$ cat config.mk
export PLATFORM = sky130hd
export DESIGN_NAME = pwm_master_time_bases
export DESIGN_NICKNAME = d
export VERILOG_FILES = /design/src/shared/pwm_time_bases_pkg.sv /design/src/clock_prescaler.sv /design/src/master_timebase.sv /design/src/pwm_master_time_bases.sv
export VERILOG_INCLUDE_DIRS = /design/src /design/src/shared
export SDC_FILE = /design/constraint.sdc
export NUM_CORES = 1
export LEC_CHECK = 0
export BUFFER_PORTS_ARGS = -buffer_cell sky130_fd_sc_hd__buf_2
export CORE_MARGIN = 5
export CORE_UTILIZATION = 38
export DETAILED_ROUTE_END_ITERATION = 6
export SYNTH_ARGS = -nofsm -noshare
export SYNTH_HDL_FRONTEND = slang
export SYNTH_SLANG_ARGS = --single-unit
$ cat constraint.sdc
create_clock -name aclk -period 3.45 [get_ports aclk]
set_clock_uncertainty 0.2 [all_clocks]
set_input_delay 0 -clock aclk [delete_from_list [all_inputs] [get_ports aclk]]
set_output_delay 0 -clock aclk [all_outputs]
set_load 0.05 [all_outputs]
$ cat src/shared/pwm_time_bases_regs.svh
/*
 Register map, field positions and reset values of the PWM master time bases.
 Assumes inclusion by bare name from files that need the numbers.
*/
`ifndef PWM_TIME_BASES_REGS_SVH
`define PWM_TIME_BASES_REGS_SVH

// Byte addresses on the AXI4-Lite bus
`define ADDR_PRIMARY_COUNT 8'h00
`define ADDR_SECONDARY_CONTROL 8'h04
`define ADDR_SECONDARY_PERIOD 8'h08
`define ADDR_IRQ_STATUS 8'h0C
`define ADDR_IRQ_CLEAR 8'h10
`define ADDR_IRQ_ENABLE 8'h14

// Secondary control fields
`define CTL_PENDING_BIT 12
`define CTL_IRQ_EN_BIT 11
`define CTL_PRESCALE_HI 6
`define CTL_PRESCALE_LO 4
`define CTL_POSTSCALE_HI 3
`define CTL_POSTSCALE_LO 0

// Interrupt status fields
`define IRQ_SEC_EVENT_BIT 0
`define IRQ_PRI_WRAP_BIT 1
`define IRQ_SEC_WRAP_BIT 2
`define IRQ_WIDTH 3

// Reset values
`define RST_SECONDARY_PERIOD 16'h4020
`define RST_PRESCALE 3'h0
`define RST_POSTSCALE 4'h0

// Shortest effective period
`define MIN_PERIOD 16'h0008

// AXI responses
`define RESP_OKAY 2'h0
`define RESP_SLVERR 2'h2

`endif

$ cat src/shared/pwm_time_bases_pkg.sv
/*
 Types shared by the PWM master time base files.
 Assumes nothing of its surroundings.
*/
package pwm_time_bases_pkg;
	typedef logic [15:0] count_t;
	typedef logic [2:0] prescale_t;
	typedef logic [3:0] postscale_t;
	typedef logic [7:0] addr_t;
endpackage : pwm_time_bases_pkg

$ cat src/clock_prescaler.sv
/*
 Power-of-two clock prescaler: one-cycle tick every 2^sel cycles of aclk.
 Assumes a synchronous active-low reset and a level enable.
*/
`timescale 1ns/1ps
`default_nettype none
module clock_prescaler
	import pwm_time_bases_pkg::*;
(
	input wire logic aclk,
	input wire logic aresetn,
	input wire logic enable,
	input wire prescale_t div_sel,
	output logic tick
);
	logic [6:0] div_cnt_q;
	wire logic [7:0] one_hot = 8'h01 << div_sel;
	wire logic [6:0] div_mask = 7'(one_hot - 8'h01);

	assign tick = enable && ((div_cnt_q & div_mask) == 7'h00);

	always_ff @(posedge aclk) begin
		if (!aresetn || !enable) begin
			div_cnt_q <= 7'h00;
		end else begin
			div_cnt_q <= div_cnt_q + 7'h01;
		end
	end
endmodule : clock_prescaler
`default_nettype wire

$ cat src/master_timebase.sv
/*
 One master time base counter with period wrap and minimum-period clamp.
 Assumes tick is a one-cycle enable from a prescaler on aclk.
*/
`timescale 1ns/1ps
`default_nettype none
`include "pwm_time_bases_regs.svh"
module master_timebase
	import pwm_time_bases_pkg::*;
(
	input wire logic aclk,
	input wire logic aresetn,
	input wire logic enable,
	input wire logic tick,
	input wire count_t period,
	output count_t count,
	output logic wrap
);
	count_t count_q;
	wire count_t eff_period = (period < `MIN_PERIOD) ? `MIN_PERIOD : period;
	wire logic at_period = (count_q >= eff_period);

	assign count = count_q;
	assign wrap = enable && tick && at_period;

	always_ff @(posedge aclk) begin
		if (!aresetn || !enable) begin
			count_q <= 16'h0000;
		end else if (tick) begin
			count_q <= at_period ? 16'h0000 : count_q + 16'h0001;
		end
	end
endmodule : master_timebase
`default_nettype wire

$ cat src/pwm_master_time_bases.sv
/*
 PWM primary and secondary master time bases with AXI4-Lite registers,
 special-event postscaler and a level interrupt.
 Assumes primary control, period and compare settings arrive as ports
 from the surrounding PWM unit; one clock, synchronous active-low reset.
*/
`timescale 1ns/1ps
`default_nettype none
`include "pwm_time_bases_regs.svh"

// Summary of operation
// - Primary counter steps each prescaled clock to period
// - Primary count reads 16 bits, upper zero
// - Control bits 31-13 and 10-7 read zero
// - Bit 12 shows secondary event pending
// - Bit 11 enables secondary event interrupt
// - Bits 6-4 divide clock by 1 to 128
// - Bits 3-0 trigger every N+1 compare matches
// - Pending clears once enable and flag cleared
// - Flag clear ignored while interrupt enable set
// - Secondary period 16-bit read/write, upper zero
// - Period below 8 acts as 8
// - Secondary counter steps each prescaled clock to period
// - Secondary compare match yields special-event trigger
module pwm_master_time_bases
	import pwm_time_bases_pkg::*;
(
	input wire logic aclk,
	input wire logic aresetn,
	input wire logic [7:0] s_axi_awaddr,
	input wire logic [2:0] s_axi_awprot,
	input wire logic s_axi_awvalid,
	output logic s_axi_awready,
	input wire logic [31:0] s_axi_wdata,
	input wire logic [3:0] s_axi_wstrb,
	input wire logic s_axi_wvalid,
	output logic s_axi_wready,
	output logic [1:0] s_axi_bresp,
	output logic s_axi_bvalid,
	input wire logic s_axi_bready,
	input wire logic [7:0] s_axi_araddr,
	input wire logic [2:0] s_axi_arprot,
	input wire logic s_axi_arvalid,
	output logic s_axi_arready,
	output logic [31:0] s_axi_rdata,
	output logic [1:0] s_axi_rresp,
	output logic s_axi_rvalid,
	input wire logic s_axi_rready,
	input wire logic global_timebase_enable,
	input wire prescale_t primary_clock_prescale,
	input wire count_t primary_timebase_period,
	input wire count_t secondary_event_compare,
	output logic primary_period_match,
	output logic secondary_event_trigger,
	output count_t secondary_timebase_count,
	output logic irq
);
	// Register state
	logic secondary_event_pending_q;
	logic secondary_event_irq_enable_q;
	prescale_t secondary_clock_prescale_q;
	postscale_t trigger_postscale_select_q;
	count_t secondary_timebase_period_q;
	logic [`IRQ_WIDTH-1:0] irq_status_q;
	logic [`IRQ_WIDTH-1:0] irq_enable_q;
	logic irq_q;
	postscale_t postscale_cnt_q;
	logic trigger_q;
	logic pri_match_q;
	count_t sec_count_q;

	// Write channel state
	logic aw_have_q;
	addr_t awaddr_q;
	logic w_have_q;
	logic [31:0] wdata_q;
	logic [3:0] wstrb_q;
	logic bvalid_q;
	logic [1:0] bresp_q;

	// Read channel state
	logic rvalid_q;
	logic [31:0] rdata_q;
	logic [1:0] rresp_q;

	// Time base wiring
	logic pri_tick;
	logic sec_tick;
	count_t pri_count;
	count_t sec_count;
	logic pri_wrap;
	logic sec_wrap;

	clock_prescaler u_pri_prescaler (
		.aclk(aclk),
		.aresetn(aresetn),
		.enable(global_timebase_enable),
		.div_sel(primary_clock_prescale),
		.tick(pri_tick)
	);

	master_timebase u_pri_timebase (
		.aclk(aclk),
		.aresetn(aresetn),
		.enable(global_timebase_enable),
		.tick(pri_tick),
		.period(primary_timebase_period),
		.count(pri_count),
		.wrap(pri_wrap)
	);

	clock_prescaler u_sec_prescaler (
		.aclk(aclk),
		.aresetn(aresetn),
		.enable(global_timebase_enable),
		.div_sel(secondary_clock_prescale_q),
		.tick(sec_tick)
	);

	master_timebase u_sec_timebase (
		.aclk(aclk),
		.aresetn(aresetn),
		.enable(global_timebase_enable),
		.tick(sec_tick),
		.period(secondary_timebase_period_q),
		.count(sec_count),
		.wrap(sec_wrap)
	);

	// Compare match and postscaler
	wire logic compare_event = global_timebase_enable && sec_tick && (sec_count == secondary_event_compare);
	wire logic postscale_done = (postscale_cnt_q == trigger_postscale_select_q);
	wire logic fire = compare_event && postscale_done;

	// Write channel decode
	assign s_axi_awready = !aw_have_q && !bvalid_q;
	assign s_axi_wready = !w_have_q && !bvalid_q;
	wire logic aw_take = s_axi_awvalid && s_axi_awready;
	wire logic w_take = s_axi_wvalid && s_axi_wready;
	wire logic aw_ok = aw_have_q || aw_take;
	wire logic w_ok = w_have_q || w_take;
	wire logic do_write = aw_ok && w_ok && !bvalid_q;
	wire addr_t wr_addr = aw_have_q ? awaddr_q : s_axi_awaddr;
	wire logic [31:0] wr_data = w_have_q ? wdata_q : s_axi_wdata;
	wire logic [3:0] wr_strb = w_have_q ? wstrb_q : s_axi_wstrb;
	wire logic [31:0] wr_mask = {{8{wr_strb[3]}}, {8{wr_strb[2]}}, {8{wr_strb[1]}}, {8{wr_strb[0]}}};
	wire logic [31:0] wr_bits = wr_data & wr_mask;

	wire logic wr_count = do_write && (wr_addr == `ADDR_PRIMARY_COUNT);
	wire logic wr_ctrl = do_write && (wr_addr == `ADDR_SECONDARY_CONTROL);
	wire logic wr_period = do_write && (wr_addr == `ADDR_SECONDARY_PERIOD);
	wire logic wr_status = do_write && (wr_addr == `ADDR_IRQ_STATUS);
	wire logic wr_clear = do_write && (wr_addr == `ADDR_IRQ_CLEAR);
	wire logic wr_enable = do_write && (wr_addr == `ADDR_IRQ_ENABLE);
	wire logic wr_hit = wr_count || wr_ctrl || wr_period || wr_status || wr_clear || wr_enable;

	// Register read images
	wire logic [31:0] ctrl_image = {19'h00000, secondary_event_pending_q, secondary_event_irq_enable_q,
		4'h0, secondary_clock_prescale_q, trigger_postscale_select_q};
	wire logic [31:0] period_image = {16'h0000, secondary_timebase_period_q};
	wire logic [31:0] count_image = {16'h0000, pri_count};
	wire logic [31:0] status_image = {29'h00000000, irq_status_q};
	wire logic [31:0] enable_image = {29'h00000000, irq_enable_q};

	// Merged write values
	wire logic [31:0] ctrl_merged = (ctrl_image & ~wr_mask) | wr_bits;
	wire logic [31:0] period_merged = (period_image & ~wr_mask) | wr_bits;
	wire logic [31:0] enable_merged = (enable_image & ~wr_mask) | wr_bits;

	// Interrupt status update; set wins over clear
	wire logic [`IRQ_WIDTH-1:0] irq_events = {sec_wrap, pri_wrap, fire && secondary_event_irq_enable_q};
	wire logic [`IRQ_WIDTH-1:0] clear_req = wr_clear ? wr_bits[`IRQ_WIDTH-1:0] : {`IRQ_WIDTH{1'b0}};
	wire logic [`IRQ_WIDTH-1:0] clear_blk = {{(`IRQ_WIDTH-1){1'b0}}, secondary_event_irq_enable_q};
	wire logic [`IRQ_WIDTH-1:0] clear_eff = clear_req & ~clear_blk;
	wire logic [`IRQ_WIDTH-1:0] irq_status_d = (irq_status_q & ~clear_eff) | irq_events;

	// Pending status follows the secondary flag and enable
	wire logic pend_set = fire && secondary_event_irq_enable_q;
	wire logic pend_release = !secondary_event_irq_enable_q && !irq_status_q[`IRQ_SEC_EVENT_BIT];
	wire logic secondary_event_pending_d = pend_set || (secondary_event_pending_q && !pend_release);

	// Read channel decode
	assign s_axi_arready = !rvalid_q;
	wire logic ar_take = s_axi_arvalid && s_axi_arready;
	wire logic rd_count = (s_axi_araddr == `ADDR_PRIMARY_COUNT);
	wire logic rd_ctrl = (s_axi_araddr == `ADDR_SECONDARY_CONTROL);
	wire logic rd_period = (s_axi_araddr == `ADDR_SECONDARY_PERIOD);
	wire logic rd_status = (s_axi_araddr == `ADDR_IRQ_STATUS);
	wire logic rd_clear = (s_axi_araddr == `ADDR_IRQ_CLEAR);
	wire logic rd_enable = (s_axi_araddr == `ADDR_IRQ_ENABLE);
	wire logic rd_hit = rd_count || rd_ctrl || rd_period || rd_status || rd_clear || rd_enable;
	wire logic [31:0] rd_data = rd_count ? count_image :
		rd_ctrl ? ctrl_image :
		rd_period ? period_image :
		rd_status ? status_image :
		rd_enable ? enable_image : 32'h00000000;

	// Outputs
	assign s_axi_bvalid = bvalid_q;
	assign s_axi_bresp = bresp_q;
	assign s_axi_rvalid = rvalid_q;
	assign s_axi_rdata = rdata_q;
	assign s_axi_rresp = rresp_q;
	assign primary_period_match = pri_match_q;
	assign secondary_event_trigger = trigger_q;
	assign secondary_timebase_count = sec_count_q;
	assign irq = irq_q;

	// Write address and data holding
	always_ff @(posedge aclk) begin
		if (!aresetn) begin
			aw_have_q <= 1'b0;
			awaddr_q <= 8'h00;
		end else if (do_write) begin
			aw_have_q <= 1'b0;
		end else if (aw_take) begin
			aw_have_q <= 1'b1;
			awaddr_q <= s_axi_awaddr;
		end
	end

	always_ff @(posedge aclk) begin
		if (!aresetn) begin
			w_have_q <= 1'b0;
			wdata_q <= 32'h00000000;
			wstrb_q <= 4'h0;
		end else if (do_write) begin
			w_have_q <= 1'b0;
		end else if (w_take) begin
			w_have_q <= 1'b1;
			wdata_q <= s_axi_wdata;
			wstrb_q <= s_axi_wstrb;
		end
	end

	// Write response
	always_ff @(posedge aclk) begin
		if (!aresetn) begin
			bvalid_q <= 1'b0;
			bresp_q <= `RESP_OKAY;
		end else if (do_write) begin
			bvalid_q <= 1'b1;
			bresp_q <= wr_hit ? `RESP_OKAY : `RESP_SLVERR;
		end else if (s_axi_bready) begin
			bvalid_q <= 1'b0;
		end
	end

	// Read response
	always_ff @(posedge aclk) begin
		if (!aresetn) begin
			rvalid_q <= 1'b0;
			rdata_q <= 32'h00000000;
			rresp_q <= `RESP_OKAY;
		end else if (ar_take) begin
			rvalid_q <= 1'b1;
			rdata_q <= rd_data;
			rresp_q <= rd_hit ? `RESP_OKAY : `RESP_SLVERR;
		end else if (s_axi_rready) begin
			rvalid_q <= 1'b0;
		end
	end

	// Secondary control fields
	always_ff @(posedge aclk) begin
		if (!aresetn) begin
			secondary_event_irq_enable_q <= 1'b0;
			secondary_clock_prescale_q <= `RST_PRESCALE;
			trigger_postscale_select_q <= `RST_POSTSCALE;
		end else if (wr_ctrl) begin
			secondary_event_irq_enable_q <= ctrl_merged[`CTL_IRQ_EN_BIT];
			secondary_clock_prescale_q <= ctrl_merged[`CTL_PRESCALE_HI:`CTL_PRESCALE_LO];
			trigger_postscale_select_q <= ctrl_merged[`CTL_POSTSCALE_HI:`CTL_POSTSCALE_LO];
		end
	end

	// Secondary period
	always_ff @(posedge aclk) begin
		if (!aresetn) begin
			secondary_timebase_period_q <= `RST_SECONDARY_PERIOD;
		end else if (wr_period) begin
			secondary_timebase_period_q <= period_merged[15:0];
		end
	end

	// Interrupt flags, enables and pending status
	always_ff @(posedge aclk) begin
		if (!aresetn) begin
			irq_status_q <= {`IRQ_WIDTH{1'b0}};
			irq_enable_q <= {`IRQ_WIDTH{1'b0}};
			secondary_event_pending_q <= 1'b0;
			irq_q <= 1'b0;
		end else begin
			irq_status_q <= irq_status_d;
			secondary_event_pending_q <= secondary_event_pending_d;
			irq_q <= |(irq_status_d & (wr_enable ? enable_merged[`IRQ_WIDTH-1:0] : irq_enable_q));
			if (wr_enable) begin
				irq_enable_q <= enable_merged[`IRQ_WIDTH-1:0];
			end
		end
	end

	// Postscaler and registered event outputs
	always_ff @(posedge aclk) begin
		if (!aresetn || !global_timebase_enable) begin
			postscale_cnt_q <= 4'h0;
		end else if (compare_event) begin
			postscale_cnt_q <= postscale_done ? 4'h0 : postscale_cnt_q + 4'h1;
		end
	end

	always_ff @(posedge aclk) begin
		if (!aresetn) begin
			trigger_q <= 1'b0;
			pri_match_q <= 1'b0;
			sec_count_q <= 16'h0000;
		end else begin
			trigger_q <= fire;
			pri_match_q <= pri_wrap;
			sec_count_q <= sec_count;
		end
	end
endmodule : pwm_master_time_bases
`default_nettype wire

# Word level (Yosys, flattened, before mapping)
# Cells that the tools add are included.
# word_totals
input_bits,101
mem_bits_rw,0
latch_bits,0
rom_bits,0
memories,0
wordCells,147
register_bits,166
out_inout_bits,60
# op_classes
bitwise,18
add_sub_neg,7
mux,21
order_cmp,4
div,0
reduce_logical,57
multipliers,0
eq_ne,12
shifts,2
# ops
op,count
two-way mux 16 bit,8
"adder 16 x 1 -> 16 bit, second input constant",2
AND 16 bit,2
"equality test 8 x 4 -> 1 bit, second input constant",4
"equality test 8 x 5 -> 1 bit, second input constant",4
greater-or-equal comparator 16 bit,2
"< comparator 16 x 4 -> 1 bit, second input constant",2
logical AND 1 bit,24
equality test 16 bit,1
"equality test 8 x 3 -> 1 bit, second input constant",2
zero test 8 bit,2
NOT 16 bit,1
OR 16 bit,1
"adder 7 x 1 -> 7 bit, second input constant",2
AND 7 bit,2
zero test 7 bit,2
logical OR 1 bit,14
"<< shifter 1 x 3 -> 7 bit, first input constant",2
"subtractor 7 x 1 -> 7 bit, second input constant",2
AND 12 bit,1
AND 3 bit,4
two-way mux 3 bit,4
OR 12 bit,1
zero test 1 bit,9
other kinds (14),23

# Longest topological paths before layout
# depth
word_depth,14
ltp_mapped,13
depth_no_buf,12

# Modules after synthesis
# Synthesis repeated with hierarchy kept, for this count alone.
# unflattened
hier_cells,893
area_unflattened_um2,7842.5
# modules_own_cells
module,n_inst,cells_each,seq_area_each_um2,area_each_um2
pwm_master_time_bases,1,532,2042.0,4694.5
master_timebase at u_sec_timebase,1,146,320.3,1290.0
master_timebase at u_pri_timebase,1,139,320.3,1207.4
clock_prescaler,2,38,140.1,325.3

# Worst setup path before layout
# OpenSTA, ideal clock, no wires.
# synth_timing
path_kind,input -> register
from,input primary_timebase_period[9]
to,register u_pri_timebase.count_q[10] (netlist: u_pri_timebase.count[10])
n_path_buf,1
required_time_ps,3122
stages,12
setup_time_ps,128
arrival_time_ps,2491
path_slack_ps,631
path_cell_list,or4_1 -> nor4_1 -> nand4_1 -> and2_1 -> ha_1 -> nor2b_1 -> o21ai_0 -> a221oi_1 -> o41ai_1 -> a21o_1 -> clkbuf_1 -> nor2_1
# synth_via
elab_chain_cells,4
# synth_lines
element,line_no,text
start: declaration,pwm_master_time_bases.sv:51,"input wire count_t primary_timebase_period,"
< comparator 16 x 4 -> 1 bit (no line),n/a,
two-way mux 16 bit *,master_timebase.sv:20,wire count_t eff_period = (period < `MIN_PERIOD) ? `MIN_PERIOD : period;
greater-or-equal comparator 16 bit *,master_timebase.sv:21,wire logic at_period = (count_q >= eff_period);
two-way mux 16 bit *,master_timebase.sv:30,count_q <= at_period ? 16'h0000 : count_q + 16'h0001;
end signal: assignment,master_timebase.sv:30,
end: declaration,master_timebase.sv:19,count_t count_q;
# Mark *: on every way between the ends. The rest lies on a longest branch, timed or not.
# A chain may end at the register's enable or synchronous reset.

==> impl_results.md <==
* Final Setup Violations at 0
* WP buf/inv at 1
* Synth top area cells: dfxtp_1 (39%), ha_1 (6.1%), nor2_1 (5.6%)
* Largest net degree at the start of global routing at 41
* Clock transition at path regs at 60 ps
* Startpoint types: register
* Max-slew violations at 0
* Minimum clock period at 2981 ps
* Post-layout util at 47.96%
* CTS tree: yes
* Max_slew headroom at 51.02%
* Status: finished, final reports clean
* Core area at 19460 µm²
* Most frequent CP cell: nand4_1
* CP Class: reg2reg
* Antenna cell count at 0
* Port Buffers at 118
* CP required at 3610 ps
* Root Buffer: clkbuf_16
* Share of cells above drive strength 1 at 19.42%
* Tcrit/Tclk final at 86.40%
* Area added between synthesis and finish at 23.94%
* Post CTS Setup Buffer Count at 0
* DIE WIDTH at 150.8 µm
* Hold slack at 22.65 ps
* I/O Pins at 161
* Worst Path Max Fanout at 16
* Delay-heaviest family, CP: compound AO/OA/AOI/OAI gates
* Max-Cap Viols at 0
* Core Rows at 51
* Worst path arrival time at 3140 ps
* Slew @ Worst Pin at 732.5 ps
* ANT nets after route at 0
* Share of the synthesized area in the top cell type at 39.34%
* WL/cell at 15.29 µm
* Ys flop type: dfxtp_1
* Number of synthesized flops with an enable pin at 0
* DRT iter0 DRCs at 315
* Vias/cell at 5.029
* Total GRT Usage at 18.03%
* Max incr delay on CP at 340 ps
* Sequential fraction of the synthesis area at 39.34%
* Die Y at 150.8 µm
* Cells along the critical path: inv_1, nand4_1, nor4_2, nand4_1, and2_1, ha_1, nor3b_1, o21ai_0, a211oi_1, o21bai_1, a21o_2, a21oi_1
* Area of the mapped netlist at 7531 µm²
* Via total after detailed routing at 6513
* Vias in the first global route at 6295
* Initial antenna violation count at 0
* Syn avg cell area at 8.788 µm²
* Detailed Place HPWL at 14730 µm
* Ys async rst share at 0%
* Unrepaired setup endpoints after global routing: no
* Worst skew pair latency at 430 ps
* Post-synthesis sequential element count at 148
* DRC at 0
* Initial Util at 38.69%
* Clock buffer count from CTS at 17
* Pwr Density at 438.4 nW/µm²
* Die ar. at 22730 µm²
* Clock sink count at 148
* Pre-antenna DRT Iters at 4
* Post-synthesis cell type with the largest combined area: dfxtp_1
* Hold Path Class: in2reg
* Post-synthesis instance total at 857
* Commonest non-fill, non-tap cell in the layout: dfxtp_1
* Final hold violation count at 0
* TNS Setup at 0 ps
* Fmax achieved at 335.5 MHz
* Pwr Total at 0.004092 W
* Final WL at 19810 µm
* CP endpoint kind: register
* Yosys synthesis warning count at 0
* GPL Wtd Cong at 0.8279
* Commonest cells after routing, fill and taps aside: dfxtp_1 (148), buf_2 (118), nor2_1 (112)
* Total grt overflow at 0
* Critical path's slowest cell: a21o_2
* Min-delay src: secondary_event_compare[2]
* Max IR drop VDD at 0.3100 mV
* First-pass GRT wire length at 32340 µm
* Leakage power at 3.910 nW
* Clock tree buffer depth at 2
* Post-synth cell types at 61
* # nets final at 1155
* H-tree depth at 4
-- final timing paths --
kind / end / slack [ps] / cells after the start
max: u_sec_timebase.count[1] / 470 / 12
min: postscale_cnt_q[3] / 20 / 8
min reg2reg: s_axi_rdata[7] / 250 / 2
max reg2reg: u_sec_timebase.count[1] / 470 / 12
-- cell usage after synthesis (8+ instances only) --
library cell,n
xor2_1,33
buf_4,18
mux2i_1,27
a21oi_1,46
a221oi_1,10
nand3_1,21
a211oi_1,30
nor2b_1,8
and3_1,16
xnor2_1,30
nand4_1,24
nand2_1,71
ha_1,37
clkbuf_1,20
mux2_2,16
dfxtp_1,148
nor2_1,112
inv_1,40
and2_1,21
nor3_1,16
nor4_1,8
o21ai_0,17
-- power breakdown --
group          switching, W  leakage [nW]  internal [W]
clock network      0.000791         0.288       0.00106
logic              0.000302          2.42      0.000170
registers         0.0000310          1.20       0.00174
-- stage by stage --
step | cell area, µm² | cells | setup slack [ps]
2_1_floorplan | 7595 | 874 | 631.1
3_3_place_gp | 8307 | 1220 | 379.7
3_5_place_dp | 8307 | 1220 | 315.4
4_1_cts | 9326 | 1295 | 290.0
5_1_grt | 9334 | 1295 | 53.28
6_report | 9334 | 1295 | 469.3
-- final cells by class --
cell class	count	area, µm²
clock buffer	19	452.9
clock inverter	13	136.4
fill	1905	10130
inverter	41	153.9
multi-input combinational	632	4155
sequential	148	2963
tap	265	331.6
timing repair buffer	177	1141
-- cell families (layout without fill, tap and decap cells) --
group / after synthesis / after routing / share of synthesized area [%]
buf+inv: 94 / 250 / 6.429
xor+xnor: 63 / 63 / 7.327
compound gates: 142 / 142 / 12.54
simple gates: 328 / 328 / 22.00
other cells: 1 / 18 / 0.04979
fa+ha+maj: 37 / 37 / 6.147
flops: 148 / 148 / 39.34
mux: 44 / 44 / 6.164
-- tightest hold or removal path, delay by kind of cell --
| family | cells | cell delay, ps |
|---|---|---|
| and+or+nand+nor | 4 | 260 |
| buffers and inverters | 2 | 230 |
| xor gates and xnor gates | 2 | 110 |
-- repair_timing --
item,in CTS,in global routing
hold buffers,43,0
gates resized for setup,0,2
endpoints found under the setup margin,0,16
hold endpoints to repair,96,0
-- routing by layer --
layer	part of all wire, %	up-vias	routed length (µm)	GRT usage (%)
met2	48	138	9533	29.38
met3	4.8	14	955	3.920
li1	-	3297	-	-
met4	1.0	0	198	5.258
met5	0	-	0	0
met1	46	3064	9120	24.07
(Power assumes the default switching activity.)
